--- src/rtl/bdm_pkg.sv ---
/*
  Constants, register map and carrier types for the step-up and supply
  monitor event mask block.
  Assumes a single 200 MHz APB clock and an asynchronous active-low reset.
*/
`default_nettype none
package bdm_pkg;
  // Bus widths
  localparam int BDM_AW = 12;
  localparam int BDM_DW = 32;
  localparam int BDM_RW = 8;
  localparam int BDM_IW = 10;
  localparam logic [1:0] BDM_ALIGN_OK = 2'h0;
  // Register indices, byte address is four times the index
  localparam logic [BDM_IW-1:0] BDM_IDX_STEP_UP_MASK = 10'h02C;
  localparam logic [BDM_IW-1:0] BDM_IDX_SUPPLY_MASK = 10'h02D;
  localparam logic [BDM_IW-1:0] BDM_IDX_STEP_UP_EVT = 10'h040;
  localparam logic [BDM_IW-1:0] BDM_IDX_SUPPLY_EVT = 10'h041;
  localparam logic [BDM_IW-1:0] BDM_IDX_STATE = 10'h042;
  localparam logic [BDM_IW-1:0] BDM_IDX_STEP_UP_IRQ_MASK = 10'h043;
  localparam logic [BDM_IW-1:0] BDM_IDX_SUPPLY_IRQ_MASK = 10'h044;
  // Reset values
  localparam logic [BDM_RW-1:0] BDM_STEP_UP_MASK_RST = 8'h00;
  localparam logic [BDM_RW-1:0] BDM_SUPPLY_MASK_RST = 8'h00;
  // Mask fields of the step-up register
  localparam int BDM_SU_LOSS_BIT = 3;
  localparam int BDM_SU_GAIN_BIT = 2;
  localparam int BDM_SU_OC_BIT = 0;
  localparam logic [BDM_RW-1:0] BDM_SU_DEFINED = 8'h0D;
  // Mask fields of the supply monitor register
  localparam int BDM_M2_LOSS_BIT = 5;
  localparam int BDM_M2_GAIN_BIT = 4;
  localparam int BDM_M1_LOSS_BIT = 3;
  localparam int BDM_M1_GAIN_BIT = 2;
  localparam int BDM_AN_LOSS_BIT = 1;
  localparam int BDM_AN_GAIN_BIT = 0;
  localparam logic [BDM_RW-1:0] BDM_SM_DEFINED = 8'h3F;
  // Event flag layouts
  localparam int BDM_SU_EVT_W = 2;
  localparam int BDM_SU_EVT_OC = 0;
  localparam int BDM_SU_EVT_GOOD = 1;
  localparam int BDM_SM_EVT_W = 3;
  localparam int BDM_SM_EVT_AN = 0;
  localparam int BDM_SM_EVT_M1 = 1;
  localparam int BDM_SM_EVT_M2 = 2;
  // Live condition layout, also the state register layout
  localparam int BDM_LIVE_W = 5;
  localparam int BDM_LV_OC = 0;
  localparam int BDM_LV_SU = 1;
  localparam int BDM_LV_AN = 2;
  localparam int BDM_LV_M1 = 3;
  localparam int BDM_LV_M2 = 4;

  typedef struct packed {
    logic monitor_two_good_state;
    logic monitor_one_good_state;
    logic analog_supply_good_state;
    logic step_up_good_state;
    logic step_up_overcurrent_state;
  } bdm_live_type;

  typedef struct packed {
    logic load;
    logic [BDM_RW-1:0] step_up_mask;
    logic [BDM_RW-1:0] supply_mask;
  } bdm_otp_type;

  typedef struct packed {
    logic psel;
    logic penable;
    logic pwrite;
    logic [BDM_AW-1:0] paddr;
    logic [BDM_DW-1:0] pwdata;
    logic [3:0] pstrb;
  } bdm_apb_req_type;

  typedef struct packed {
    logic pready;
    logic pslverr;
    logic [BDM_DW-1:0] prdata;
  } bdm_apb_rsp_type;
endpackage
`default_nettype wire

--- src/rtl/bdm_mask_ctrl.sv ---
/*
  Step-up converter and supply monitor event masks with APB register access,
  edge detection of live conditions, sticky event flags and one interrupt.
  Assumes live conditions and OTP load are synchronous to pclk, and that the
  APB master keeps to the APB protocol.
*/
// Local design decision: register access over APB.
// Operation
// - Step-up bit 3 masks good-loss event
// - Step-up bit 2 masks good-gain event
// - Step-up bit 0 masks overcurrent event
// - Step-up state bits ignore masks
// - Supply bit 5 masks monitor two loss
// - Supply bit 4 masks monitor two gain
// - Supply bit 3 masks monitor one loss
// - Supply bit 2 masks monitor one gain
// - Supply bit 1 masks analog supply loss
// - Supply bit 0 masks analog supply gain
// - Monitor state bits ignore masks
// - Defined mask bits load from OTP
// - Step-up mask at 2Ch, resets zero
// - Supply mask at 2Dh, resets zero
`default_nettype none
module bdm_mask_ctrl
  import bdm_pkg::*;
(
  // Clock and reset
  input wire logic pclk,
  input wire logic presetn,
  // APB slave
  input wire bdm_apb_req_type apb_req,
  output var bdm_apb_rsp_type apb_rsp,
  // Live conditions and OTP defaults
  input wire bdm_live_type live,
  input wire bdm_otp_type otp,
  // Interrupt
  output logic irq
);

  logic [BDM_RW-1:0] su_mask_r;
  logic [BDM_RW-1:0] sm_mask_r;
  logic [BDM_RW-1:0] su_mask_nxt;
  logic [BDM_RW-1:0] sm_mask_nxt;
  logic [BDM_SU_EVT_W-1:0] su_evt_r;
  logic [BDM_SU_EVT_W-1:0] su_evt_nxt;
  logic [BDM_SM_EVT_W-1:0] sm_evt_r;
  logic [BDM_SM_EVT_W-1:0] sm_evt_nxt;
  logic [BDM_SU_EVT_W-1:0] su_irqm_r;
  logic [BDM_SU_EVT_W-1:0] su_irqm_nxt;
  logic [BDM_SM_EVT_W-1:0] sm_irqm_r;
  logic [BDM_SM_EVT_W-1:0] sm_irqm_nxt;
  logic [BDM_LIVE_W-1:0] state_r;
  logic [BDM_LIVE_W-1:0] prev_r;
  logic armed_r;
  logic irq_r;
  logic irq_nxt;
  bdm_apb_rsp_type rsp_r;
  bdm_apb_rsp_type rsp_nxt;

  // Bus decode
  wire logic [BDM_LIVE_W-1:0] live_v = live;
  wire logic [BDM_IW-1:0] idx = apb_req.paddr[BDM_AW-1:2];
  wire logic aligned = (apb_req.paddr[1:0] == BDM_ALIGN_OK);
  wire logic access = apb_req.psel & apb_req.penable;
  wire logic commit = access & rsp_r.pready;
  wire logic hit_su_mask = aligned & (idx == BDM_IDX_STEP_UP_MASK);
  wire logic hit_sm_mask = aligned & (idx == BDM_IDX_SUPPLY_MASK);
  wire logic hit_su_evt = aligned & (idx == BDM_IDX_STEP_UP_EVT);
  wire logic hit_sm_evt = aligned & (idx == BDM_IDX_SUPPLY_EVT);
  wire logic hit_state = aligned & (idx == BDM_IDX_STATE);
  wire logic hit_su_irqm = aligned & (idx == BDM_IDX_STEP_UP_IRQ_MASK);
  wire logic hit_sm_irqm = aligned & (idx == BDM_IDX_SUPPLY_IRQ_MASK);
  wire logic hit_any = hit_su_mask | hit_sm_mask | hit_su_evt | hit_sm_evt | hit_state | hit_su_irqm | hit_sm_irqm;
  wire logic wr = commit & apb_req.pwrite & apb_req.pstrb[0];
  wire logic [BDM_RW-1:0] wbyte = apb_req.pwdata[BDM_RW-1:0];

  // Read selection
  wire logic [BDM_DW-1:0] rd_data =
    hit_su_mask ? {{(BDM_DW-BDM_RW){1'b0}}, su_mask_r} :
    hit_sm_mask ? {{(BDM_DW-BDM_RW){1'b0}}, sm_mask_r} :
    hit_su_evt ? {{(BDM_DW-BDM_SU_EVT_W){1'b0}}, su_evt_r} :
    hit_sm_evt ? {{(BDM_DW-BDM_SM_EVT_W){1'b0}}, sm_evt_r} :
    hit_state ? {{(BDM_DW-BDM_LIVE_W){1'b0}}, state_r} :
    hit_su_irqm ? {{(BDM_DW-BDM_SU_EVT_W){1'b0}}, su_irqm_r} :
    hit_sm_irqm ? {{(BDM_DW-BDM_SM_EVT_W){1'b0}}, sm_irqm_r} : {BDM_DW{1'b0}};

  // Edge detection, held off until the first sample after reset
  wire logic [BDM_LIVE_W-1:0] gain = live_v & ~prev_r & {BDM_LIVE_W{armed_r}};
  wire logic [BDM_LIVE_W-1:0] loss = ~live_v & prev_r & {BDM_LIVE_W{armed_r}};

  // Masked detections
  wire logic su_good_hit = (loss[BDM_LV_SU] & ~su_mask_r[BDM_SU_LOSS_BIT])
                         | (gain[BDM_LV_SU] & ~su_mask_r[BDM_SU_GAIN_BIT]);
  wire logic su_oc_hit = gain[BDM_LV_OC] & ~su_mask_r[BDM_SU_OC_BIT];
  wire logic m2_hit = (loss[BDM_LV_M2] & ~sm_mask_r[BDM_M2_LOSS_BIT])
                    | (gain[BDM_LV_M2] & ~sm_mask_r[BDM_M2_GAIN_BIT]);
  wire logic m1_hit = (loss[BDM_LV_M1] & ~sm_mask_r[BDM_M1_LOSS_BIT])
                    | (gain[BDM_LV_M1] & ~sm_mask_r[BDM_M1_GAIN_BIT]);
  wire logic an_hit = (loss[BDM_LV_AN] & ~sm_mask_r[BDM_AN_LOSS_BIT])
                    | (gain[BDM_LV_AN] & ~sm_mask_r[BDM_AN_GAIN_BIT]);

  wire logic [BDM_SU_EVT_W-1:0] su_set = {su_good_hit, su_oc_hit};
  wire logic [BDM_SM_EVT_W-1:0] sm_set = {m2_hit, m1_hit, an_hit};
  wire logic [BDM_SU_EVT_W-1:0] su_clr = (wr & hit_su_evt) ? wbyte[BDM_SU_EVT_W-1:0] : {BDM_SU_EVT_W{1'b0}};
  wire logic [BDM_SM_EVT_W-1:0] sm_clr = (wr & hit_sm_evt) ? wbyte[BDM_SM_EVT_W-1:0] : {BDM_SM_EVT_W{1'b0}};

  // Mask registers: OTP load of defined bits beats a bus write
  assign su_mask_nxt = otp.load ? ((su_mask_r & ~BDM_SU_DEFINED) | (otp.step_up_mask & BDM_SU_DEFINED)) :
                       (wr & hit_su_mask) ? wbyte : su_mask_r;
  assign sm_mask_nxt = otp.load ? ((sm_mask_r & ~BDM_SM_DEFINED) | (otp.supply_mask & BDM_SM_DEFINED)) :
                       (wr & hit_sm_mask) ? wbyte : sm_mask_r;

  // Sticky flags, a new event wins over a clear in the same cycle
  assign su_evt_nxt = (su_evt_r & ~su_clr) | su_set;
  assign sm_evt_nxt = (sm_evt_r & ~sm_clr) | sm_set;
  assign su_irqm_nxt = (wr & hit_su_irqm) ? wbyte[BDM_SU_EVT_W-1:0] : su_irqm_r;
  assign sm_irqm_nxt = (wr & hit_sm_irqm) ? wbyte[BDM_SM_EVT_W-1:0] : sm_irqm_r;
  assign irq_nxt = (|(su_evt_nxt & ~su_irqm_nxt)) | (|(sm_evt_nxt & ~sm_irqm_nxt));

  // One wait state, then the answer
  wire logic first_access = access & ~rsp_r.pready;
  assign rsp_nxt = '{
    pready: first_access,
    pslverr: first_access & ~hit_any,
    prdata: (first_access & ~apb_req.pwrite) ? rd_data : {BDM_DW{1'b0}}
  };

  // Mask registers
  always_ff @(posedge pclk or negedge presetn) begin
    if (!presetn) begin
      su_mask_r <= BDM_STEP_UP_MASK_RST;
      sm_mask_r <= BDM_SUPPLY_MASK_RST;
    end else begin
      su_mask_r <= su_mask_nxt;
      sm_mask_r <= sm_mask_nxt;
    end
  end

  // Event flags
  always_ff @(posedge pclk or negedge presetn) begin
    if (!presetn) begin
      su_evt_r <= '0;
      sm_evt_r <= '0;
    end else begin
      su_evt_r <= su_evt_nxt;
      sm_evt_r <= sm_evt_nxt;
    end
  end

  // Interrupt masks
  always_ff @(posedge pclk or negedge presetn) begin
    if (!presetn) begin
      su_irqm_r <= '0;
      sm_irqm_r <= '0;
    end else begin
      su_irqm_r <= su_irqm_nxt;
      sm_irqm_r <= sm_irqm_nxt;
    end
  end

  // Registered outputs
  always_ff @(posedge pclk or negedge presetn) begin
    if (!presetn) begin
      irq_r <= 1'b0;
      rsp_r <= '0;
    end else begin
      irq_r <= irq_nxt;
      rsp_r <= rsp_nxt;
    end
  end

  // Live state, never gated by any mask
  always_ff @(posedge pclk or negedge presetn) begin
    if (!presetn) begin
      state_r <= '0;
      prev_r <= '0;
      armed_r <= 1'b0;
    end else begin
      state_r <= live_v;
      prev_r <= live_v;
      armed_r <= 1'b1;
    end
  end

  assign apb_rsp = rsp_r;
  assign irq = irq_r;
endmodule
`default_nettype wire

--- config.mk ---
export PLATFORM = sky130hd
export DESIGN_NAME = bdm_mask_ctrl
export DESIGN_NICKNAME = d
export VERILOG_FILES = /design/src/rtl/bdm_pkg.sv /design/src/rtl/bdm_mask_ctrl.sv
export SDC_FILE = /design/constraint.sdc
export NUM_CORES = 1
export LEC_CHECK = 0
export ABC_CLOCK_PERIOD_IN_PS = 3300
export BUFFER_PORTS_ARGS = -buffer_cell sky130_fd_sc_hd__buf_2
export CAP_MARGIN = 10
export CORE_MARGIN = 3
export CORE_UTILIZATION = 34
export DETAILED_ROUTE_END_ITERATION = 10
export PLACE_DENSITY_LB_ADDON = 0.12
export SLEW_MARGIN = 20
export SYNTH_ARGS = -nofsm -noshare
export SYNTH_HDL_FRONTEND = slang
export SYNTH_SLANG_ARGS = --single-unit
export TNS_END_PERCENT = 5
--- constraint.sdc ---
create_clock -name pclk -period 3.3 [get_ports pclk]
set_input_delay 0.495 -clock pclk [delete_from_list [all_inputs] [get_ports pclk]]
set_output_delay 0.495 -clock pclk [all_outputs]
set_load 0.05 [all_outputs]
**After elaboration in Yosys (flattened, before gate mapping)**

Cells that the tools add are included.

- Equal/unequal tests: 7
- Muxes and demuxes: 16
- Bitwise gates (word level): 70
- Reduce and logical (&&, ||, !) cells: 5

Operator list:

| kind | number |
|---|---|
| two-way mux 8 bit | 7 |
| equality test 10 x 7 -> 1 bit, second input constant | 5 |
| AND 1 bit | 29 |
| AND 5 bit | 4 |
| equality test 10 x 6 -> 1 bit, second input constant | 2 |
| two-way mux 5 bit | 3 |
| two-way mux 3 bit | 4 |
| NOT 1 bit | 12 |
| bitwise OR 1 bit | 11 |
| NOT 5 bit | 2 |
| bitwise OR 8 x 4 -> 8 bit | 1 |
| bitwise OR 8 x 6 -> 8 bit | 1 |
| AND 3 bit | 2 |
| NOT 3 bit | 2 |
| AND 2 bit | 2 |
| two-way mux 2 bit | 2 |
| NOT 2 bit | 2 |
| nonzero test 2 bit | 2 |
| bitwise OR 3 bit | 1 |
| OR reduction 3 bit | 1 |
| zero test 2 bit | 1 |
| bitwise OR 2 bit | 1 |
| OR reduction 2 bit | 1 |

- Register bits: 43
- Bits of input ports: 75
- Output and inout bits: 35
- Logic and storage cells: 110

**Logic depth before layout (Yosys ltp)**

Gate-level depths: netlist (run 1).

- Depth in word-level cells: 12
- Depth in mapped cells: 7
- Depth with buffers taken out: 6

**Worst setup path before layout (run 1)**

OpenSTA, ideal clock, no wires.

- Path type: input-to-reg
- Start point: input apb_req[38] (netlist name)
- End point: register su_mask_r[1]
- Library setup time: 0.125 ns
- Arrival time: 2.002 ns
- Data required time: 3.175 ns
- Setup slack: 1.173 ns
- Cell stages on the path: 6
- Buffers on the path: 2
- Cells stage by stage: buf_6 -> or2_2 -> buf_2 -> or3_4 -> nor3_4 -> mux2_2

- Longest elaborated chain between the ends: 4

RTL lines:

| what | line | RTL |
|---|---|---|
| start: declaration | bdm_mask_ctrl.sv:31 | `input wire bdm_apb_req_type apb_req,` |
| equality test 10 x 6 -> 1 bit | bdm_mask_ctrl.sv:66 | `wire logic hit_su_mask = aligned & (idx == BDM_IDX_STEP_UP_MASK);` |
| AND 1 bit | bdm_mask_ctrl.sv:66 |  |
| AND 1 bit | bdm_mask_ctrl.sv:109 | `(wr & hit_su_mask) ? wbyte : su_mask_r;` |
| nonzero test 2 bit (no source line) | -- |  |
| end signal: assignment | bdm_mask_ctrl.sv:134 | `su_mask_r <= su_mask_nxt;` |
| end: declaration | bdm_mask_ctrl.sv:40 | `logic [BDM_RW-1:0] su_mask_r;` |

Every way passes these cells.
A chain may end at the register's enable or synchronous reset.

**Worst setup path in the final report (run 1)**

- Start point: input apb_req[37] (netlist name)
- End point: register irq_r (netlist: irq)

- Longest elaborated chain between the ends: 10
- Elaborated cells on any way between the ends: 26
- Those cells by class: mux: 4; bitwise: 19; reduce/logical: 3

RTL lines:

| what | line | RTL |
|---|---|---|
| zero test 2 bit * | bdm_mask_ctrl.sv:63 | `wire logic aligned = (apb_req.paddr[1:0] == BDM_ALIGN_OK);` |
| AND 1 bit, on equally long branches | bdm_mask_ctrl.sv:69, bdm_mask_ctrl.sv:68 |  |
| AND 1 bit, on equally long branches | bdm_mask_ctrl.sv:105, bdm_mask_ctrl.sv:104 |  |
| two-way mux 3 bit or two-way mux 2 bit (tied branches) | bdm_mask_ctrl.sv:105, bdm_mask_ctrl.sv:104 |  |
| NOT 3 bit or NOT 2 bit (tied branches) | bdm_mask_ctrl.sv:115, bdm_mask_ctrl.sv:114 |  |
| AND 3 bit or AND 2 bit (tied branches) | bdm_mask_ctrl.sv:115, bdm_mask_ctrl.sv:114 |  |
| bitwise OR 3 bit or bitwise OR 2 bit (tied branches) | bdm_mask_ctrl.sv:115, bdm_mask_ctrl.sv:114 |  |
| AND 3 bit or AND 2 bit (tied branches) | bdm_mask_ctrl.sv:118 | `assign irq_nxt = (\|(su_evt_nxt & ~su_irqm_nxt)) \| (\|(sm_evt_nxt & ~sm_irqm_nxt));` |
| OR reduction 3 bit or OR reduction 2 bit (tied branches) | bdm_mask_ctrl.sv:118 |  |
| bitwise OR 1 bit * | bdm_mask_ctrl.sv:118 |  |
| net irq_nxt | bdm_mask_ctrl.sv:56 | `logic irq_nxt;` |
| end signal: assignment | bdm_mask_ctrl.sv:167 | `irq_r <= irq_nxt;` |
| end: declaration | bdm_mask_ctrl.sv:55 | `logic irq_r;` |

Mark *: on every way through the listed nets, which the timed path passes. The rest lies on a longest branch.

==> reports/metrics.yaml, run 1 <==
floorplanning:
  fp.dieH_um: 88.31
  io_pins: 110
  rows: 29
  start_util: 0.3566
  die-area_um2: 7799
  die_x_um: 88.31
  core-area_um2: 6459
timing:
  final-hold-violation-count: 0
  rsz0062_at_grt: "no"
  fin_crit_sh: 0.6751
  max_clock_freq_ghz: 0.4489
  clock-skew-final_ns: 0.006147
  period_needed_ns: 2.228
  max_slew_margin: 0.5733
  setup_viol: 0
  setup_tns_ns: 0
  tightest_slew_ns: 0.6377
  slew_viol_final: 0
routing:
  first_pass_iters: 4
  drc: 0
  vias_per_cell: 4.896
  ant_nets: 0
  drtIter0Drc: 96
  drt_wl_total_um: 5411
  routedWlPerCell_um: 15.24
  vias: 1738
clocking:
  cts.hold.buffers_added: 0
  clockRootBuffer: "clkbuf_8"
  clock_latency_ns: 0.30
  clk_path_buf_depth: 2
  cts_resized: 0
  cts_tree: "done"
  clock_sinks: 43
  numCtsBuffers: 5
  cts_max_level: 2
  cts_setup_buffers: 0
  clk_pin_slew_ns: 0.09
global_route:
  grt-ovfl-total: 0
  grt_pass1_wl_um: 8666
  grt_pass1_vias: 1686
  grt_usage: 0.1472
  antenna_found_initial: 0
  grt_max_degree: 44
placed_design:
  gp_congestion: 0.7413
  place_inst: 347
  portBuffers: 51
  dpl.hpwl_um: 4048
synth:
  syn_area_per_cell_um2: 10.15
  synth_area_um2: 2303
  synthDistinctLibCells: 43
  ys_seq_area_frac: 0.4671
  async_flop_share: 1.000
  synth-main-ff-cell: "dfrtp_1"
  synth_top_area_cell: "dfrtp_1"
  netlist_top_cells_count: "43 x dfrtp_1, 26 x nand2_1, 24 x buf_4, 18 x nor2_1, 17 x o21ai_0"
  synthCells: 227
  yosys_warnings: 0
  synth-seq-cells: 43
  synthMostInstantiatedCell: "dfrtp_1"
  synth_top_area_frac: 0.4671
  synth-edff-count: 0
  yosys-top-cells-area: "dfrtp_1 47%, buf_4 7.8%, mux2i_1 5.6%, mux2_2 4.9%, nand2_1 4.2%"
pwr:
  ir_drop_uv: 184.8
  leakage_nw: 1.211
  p_per_area_nw_per_um2: 399.0
worst_setup_path:
  cp_max_fo: 6
  critPathCaptureType: "flip-flop"
  arrival_ns: 2.39
  critPathKind: "in -> reg"
  r2r_slack_ns: 1.33
  critPathRequiredTime_ns: 3.47
  startpoint_type: "primary input"
hold_path:
  hold_path_class: "in -> async"
final_layout:
  drive_above_1_share: 0.2950
  instances_no_fill: 355
  fill_cells: 653
  nNetsFinal: 352
  antennaDiodeCount: 0
  area.growth.synth_to_final_pct: 13.53
run_status:
  status: "complete, no violations"
flow_run:
  drv_cap: 0
==> cells in the final DEF, fill, tap and decap left out, types with 2 or more instances in the layout <==
cell | synthesis | final
nor3b_1 | 7 | 7
nand2_1 | 26 | 26
a22oi_1 | 4 | 4
o41ai_1 | 2 | 2
nor3_1 | 5 | 5
a222oi_1 | 2 | 2
buf_4 | 24 | 2
conb_1 | 2 | 25
buf_2 | 3 | 50
or2_2 | 2 | 2
mux2i_1 | 13 | 13
a21oi_1 | 5 | 5
or3_1 | 2 | 2
a31oi_1 | 2 | 2
mux2_2 | 10 | 10
a211oi_1 | 3 | 3
nor2_1 | 18 | 18
dfrtp_1 | 43 | 43
nor4_4 | 2 | 2
clkbuf_8 | 0 | 5
nand4b_1 | 2 | 2
nand3_1 | 3 | 3
inv_1 | 6 | 6
o21ai_0 | 17 | 17
nor3_4 | 2 | 2
nand2b_1 | 2 | 2
==> kinds of logic (layout without fill, tap and decap cells) <==
logic type,Yosys count,after routing,share of synthesized area
other,2,25,0.003260
flip-flops,43,43,0.4671
buffers and inverters,38,66,0.1059
multiplexers,23,23,0.1054
AND/OR/NAND/NOR,80,80,0.2059
AO/OA/AOI/OAI,41,41,0.1124
==> critical path: stages <==
cell	delay [ns]
buf_2	0.11
nor4_4	0.38
nand4b_1	0.36
or3_1	0.48
o21ai_0	0.25
a21oi_1	0.13
nand4b_1	0.20
==> per-stage QoR <==
| step | util | hold slack [ns] | cell area, um^2 | total power, mW | setup slack [ns] |
|---|---|---|---|---|---|
| final | 0.4049 | 0.1754 | 2615 | 1.043 | 1.072 |
| after CTS | 0.4045 | 0.3121 | 2613 | 1.056 | 1.063 |
| after floorplan | - | 0.1994 | 2390 | 0.6871 | 1.173 |
| after global routing | 0.4049 | 0.2194 | 2615 | 1.092 | 0.8526 |
| after detailed placement | 0.3913 | 0.4685 | 2527 | 0.7214 | 0.7463 |
| after global placement | 0.3913 | 0.4703 | 2527 | 0.7211 | 0.7466 |
==> power by group <==
part	internal [mW]	switching, mW	total [mW]	leakage (nW)
logic	0.0361	0.117	0.153	0.632
clock network	0.148	0.186	0.334	0.0412
registers	0.542	0.0145	0.556	0.538
total	0.726	0.317	1.04	1.21
==> final timing paths <==
path,from,endpoint,cells past startpoint
setup / recovery,apb_req[37],irq,7
hold / removal,presetn,su_mask_r[6],1
setup reg to reg,apb_rsp[33],irq,6
hold reg to reg,apb_rsp[33],apb_rsp[33],1
max in group asynchronous,presetn,su_irqm_r[0],1
min in group pclk,live[3],state_r[3],1
==> per-layer routing <==
layer	global-route usage	up-vias	part of all wire
met4	0.04945	0	0.016
li1	-	845	-
met2	0.2257	65	0.45
met5	0	-	0
met3	0.03073	6	0.063
met1	0.2075	822	0.48
==> flip-flops by register name, indices dropped and copies added, names as in the netlist <==
signal / count
apb_rsp: 10
sm_mask_r: 8
su_mask_r: 8
state_r: 5
sm_evt_r: 3
sm_irqm_r: 3
su_evt_r: 2
su_irqm_r: 2
armed_r: 1
irq: 1
==> area by class of cell <==
type / instances / area [um^2] / area share
clock inverter: 2 / 12.51 / 0.004785
inverter: 6 / 22.52 / 0.008612
multi-input combinational: 169 / 1070 / 0.4091
timing repair buffer: 52 / 265.3 / 0.1014
clock buffer: 6 / 72.57 / 0.02775
sequential: 43 / 1076 / 0.4115
tap: 77 / 96.34 / 0.03684
No activity file was read; power rests on OpenSTA's default activity.
==> run 2: changes to the inputs <==
--- a/config.mk
+++ b/config.mk
@@ -5,7 +5,8 @@
 export SDC_FILE = /design/constraint.sdc
 export NUM_CORES = 1
 export LEC_CHECK = 0
-export ABC_CLOCK_PERIOD_IN_PS = 3300
+export ABC_AREA = 1
+export ABC_CLOCK_PERIOD_IN_PS = 2270
 export BUFFER_PORTS_ARGS = -buffer_cell sky130_fd_sc_hd__buf_2
 export CAP_MARGIN = 10
 export CORE_MARGIN = 3
==> constraint.sdc (replaced) <==
create_clock -name pclk -period 2.27 [get_ports pclk]
set_input_delay 0.3405 -clock pclk [delete_from_list [all_inputs] [get_ports pclk]]
set_output_delay 0.3405 -clock pclk [all_outputs]
set_load 0.05 [all_outputs]
==> run 2 against run 1 <==
Critical path depth is 4 higher. Worst setup slack got worse by 0.45 ns. Critical endpoint unchanged. Highest routed layer unchanged. Register-to-register slack got worse by 0.71 ns. Largest power group unchanged. Count of clock-buffer cells in the layout fell by 1.
==> reports/metrics.yaml, run 2 <==
pwr:
  combPwrFrac: 0.144  # was 0.147
  switching_power_mw: 0.4921  # was 0.3173 mW
  power_mw: 1.663  # was 1.043 mW
  clkPwrFrac: 0.371  # was 0.320
  leakage_nw: 1.493  # was 1.211 nW
  p_int_mw: 1.171  # was 0.7260 mW
  p_per_area_nw_per_um2: 582.7  # was 399.0 nW/um^2
  seqPwrFrac: 0.485  # was 0.533
  ir_drop_uv: 360.9  # was 184.8 uV
  switching_share: 0.2959  # was 0.3042
floorplanning:
  rows: 30  # was 29
  fp.dieH_um: 91.00  # was 88.31 um
  start_util: 0.3556  # was 0.3566
  die_x_um: 91.00  # was 88.31 um
  die-area_um2: 8280  # was 7799 um^2
  core-area_um2: 6907  # was 6459 um^2
  io_pins: 110  # unchanged
clocking:
  clockRootBuffer: "clkbuf_8"  # unchanged
  clock_sinks: 43  # unchanged
  clk_pin_slew_ns: 0.09  # about the same
  cts.hold.buffers_added: 0  # unchanged
  cts_tree: "done"  # unchanged
  clk_path_buf_depth: 2  # unchanged
  cts_setup_buffers: 0  # unchanged
  clock_latency_ns: 0.30  # about the same
  numCtsBuffers: 5  # unchanged
  cts_max_level: 2  # unchanged
  cts_resized: 0  # unchanged
synth:
  syn_area_per_cell_um2: 7.604  # was 10.15 um^2
  synth-compound-area-share: 0.1075  # was 0.1124
  synth-edff-count: 0  # unchanged
  synth_top_area_cell: "dfrtp_1"  # unchanged
  synth-seq-cells: 43  # unchanged
  netlist_top_cells_count: "79 x nand2_1, 45 x inv_1, 43 x dfrtp_1, 25 x nand3_1, 24 x buf_4"  # was 43 x dfrtp_1, 26 x nand2_1, 24 x buf_4, 18 x nor2_1, 17 x o21ai_0
  ys_seq_area_frac: 0.4381  # was 0.4671
  async_flop_share: 1.000  # unchanged
  synthMostInstantiatedCell: "nand2_1"  # was dfrtp_1
  yosys_warnings: 0  # unchanged
  synthDistinctLibCells: 31  # was 43
  synth_xor_xnor_area_share: 0  # unchanged
  synth-main-ff-cell: "dfrtp_1"  # unchanged
  synthAdderAreaFrac: 0  # unchanged
  synth_area_um2: 2456  # was 2303 um^2
  synth_top_area_frac: 0.4381  # was 0.4671
  synthMuxAreaShare: 0  # was 0.1054
  yosys.area_share.simple: 0.3026  # was 0.2059
  yosys-top-cells-area: "dfrtp_1 44%, nand2_1 12%, buf_4 7.3%, inv_1 6.9%, nand3_1 5.1%"  # was dfrtp_1 47%, buf_4 7.8%, mux2i_1 5.6%, mux2_2 4.9%, nand2_1 4.2%
  synth_top_family_by_area: "simple AND/OR/NAND/NOR gates"  # unchanged
  synthCells: 323  # was 227
global_route:
  grt_pass1_vias: 2024  # was 1686
  grt_max_degree: 44  # unchanged
  grt-ovfl-total: 0  # unchanged
  antenna_found_initial: 0  # unchanged
  grt_pass1_wl_um: 10090  # was 8666 um
  grt_usage: 0.1528  # was 0.1472
timing:
  rsz0062_at_grt: "no"  # unchanged
  max_clock_freq_ghz: 0.6074
  period_needed_ns: 1.646
  max_slew_margin: 0.6335  # was 0.5733
  slew_viol_final: 0  # unchanged
  fin_crit_sh: 0.7253
  setup_viol: 0  # unchanged
  clock-skew-final_ns: 0.009177  # was 0.006147 ns
  setup_tns_ns: 0  # unchanged
  tightest_slew_ns: 0.5497  # was 0.6377 ns
  final-hold-violation-count: 0  # unchanged
routing:
  wl_met3_um: 423  # was 339 um
  routedWlPerCell_um: 13.10  # was 15.24 um
  vias: 2150  # was 1738
  first_pass_iters: 4  # unchanged
  drc: 0  # unchanged
  met1_length_um: 3003  # was 2578 um
  topRoutingLayerUsed: "met4"  # unchanged
  vias_per_cell: 4.507  # was 4.896
  ant_nets: 0  # unchanged
  drt_wl_total_um: 6251  # was 5411 um
  drtIter0Drc: 91  # was 96
  wl_met2_um: 2741  # was 2409 um
worst_setup_path:
  cp_cell_sequence: "nand3_1, nor2_4, inv_1, nor2_4, nand2_2, nand2_2, nand2_2, nand2_1, nand2_1, inv_1, nand2_1"  # was buf_2, nor4_4, nand4b_1, or3_1, o21ai_0, a21oi_1, nand4b_1
  critPathRequiredTime_ns: 2.46  # was 3.47 ns
  critPathBufInv: 2  # was 1
  critPathCaptureType: "flip-flop"  # unchanged
  slowest_stage: "dfrtp_1"  # was or3_1
  arrival_ns: 1.84  # was 2.39 ns
  cp_slowest_stage_delay_ns: 0.37  # was 0.48 ns
  critPathKind: "reg -> reg"  # was in -> reg
  startpoint_type: "flip-flop"  # was primary input
  critPathTopFamily: "simple AND/OR/NAND/NOR gates"  # unchanged
  cp_max_fo: 9  # was 6
final_layout:
  layout_common_cells: "79 x nand2_1, 51 x buf_2, 45 x inv_1, 43 x dfrtp_1"  # was 50 x buf_2, 43 x dfrtp_1, 26 x nand2_1, 25 x conb_1, 18 x nor2_1
  drive_above_1_share: 0.2310  # was 0.2950
  instances_no_fill: 477  # was 355
  layout_commonest_cell: "nand2_1"  # was buf_2
  antennaDiodeCount: 0  # unchanged
  area.growth.synth_to_final_pct: 16.20  # was 13.53%
  largest_reg_flops: 10  # unchanged
  nNetsFinal: 455  # was 352
  fin_util: 0.4132  # was 0.4049
placed_design:
  portBuffers: 51  # unchanged
  place_inst: 469  # was 347
  dpl.hpwl_um: 4818  # was 4048 um
  gp_congestion: 0.8521  # was 0.7413
run_status:
  status: "complete, no violations"  # unchanged
flow_run:
  drv_cap: 0  # unchanged
hold_path:
  hold_path_class: "in -> async"  # unchanged
[run 2: metal layers]
metal | GRT usage | vias to the layer above
li1 | - | 1091
met1 | 0.2242 | 972
met2 | 0.2275 | 79
met3 | 0.03314 | 8
met4 | 0.03894 | 0
met5 | 0 | -
[run 2: per-stage QoR]
step / worst slack, ns / instance area, um^2 / hold WS (ns)
floorplan: 0.5475 / 2542 / 0.04491
global placement: 0.5283 / 2741 / 0.4469
detailed placement: 0.5239 / 2741 / 0.4532
CTS: 0.6160 / 2854 / 0.1237
global route: 0.4484 / 2854 / 0.1369
finish: 0.6236 / 2854 / 0.09184
[run 2: logic make-up (layout without fill, tap and decap cells)]
logic type             Yosys count  after routing
buffers and inverters           73            108
DFF                             43             43
other                            2             25
and+or+nand+nor                156            156
AOI/OAI and AO/OA               49             49
[run 2: area by class of cell]
type                            count  area [um^2]
Tap cell                           96        120.1
Fill cell                         748         4053
Timing Repair Buffer               52        262.8
Sequential cell                    43         1076
Multi-Input combinational cell    230         1101
Inverter                           48        181.4
Clock buffer                        5        68.82
Clock inverter                      3        43.79
[run 2: final timing paths]
kind | slack [ns] | cells past startpoint | end | start
setup / recovery | 0.62 | 11 | irq | apb_rsp[33]
hold / removal | 0.09 | 2 | apb_rsp[7] | presetn
setup reg to reg | 0.62 | 11 | irq | apb_rsp[33]
hold reg to reg | 0.47 | 1 | apb_rsp[33] | apb_rsp[33]
max in group asynchronous | 1.79 | 2 | sm_mask_r[1] | presetn
min in group pclk | 0.16 | 1 | state_r[0] | live[0]
[run 2: power groups by stage]
stage | registers (mW) | clock network [mW] | logic [mW]
2_1_floorplan | 0.822 | 0 | 0.184
3_3_place_gp | 0.820 | 0 | 0.239
3_5_place_dp | 0.821 | 0 | 0.241
4_1_cts | 0.805 | 0.630 | 0.242
5_1_grt | 0.809 | 0.657 | 0.262
6_report | 0.806 | 0.617 | 0.240
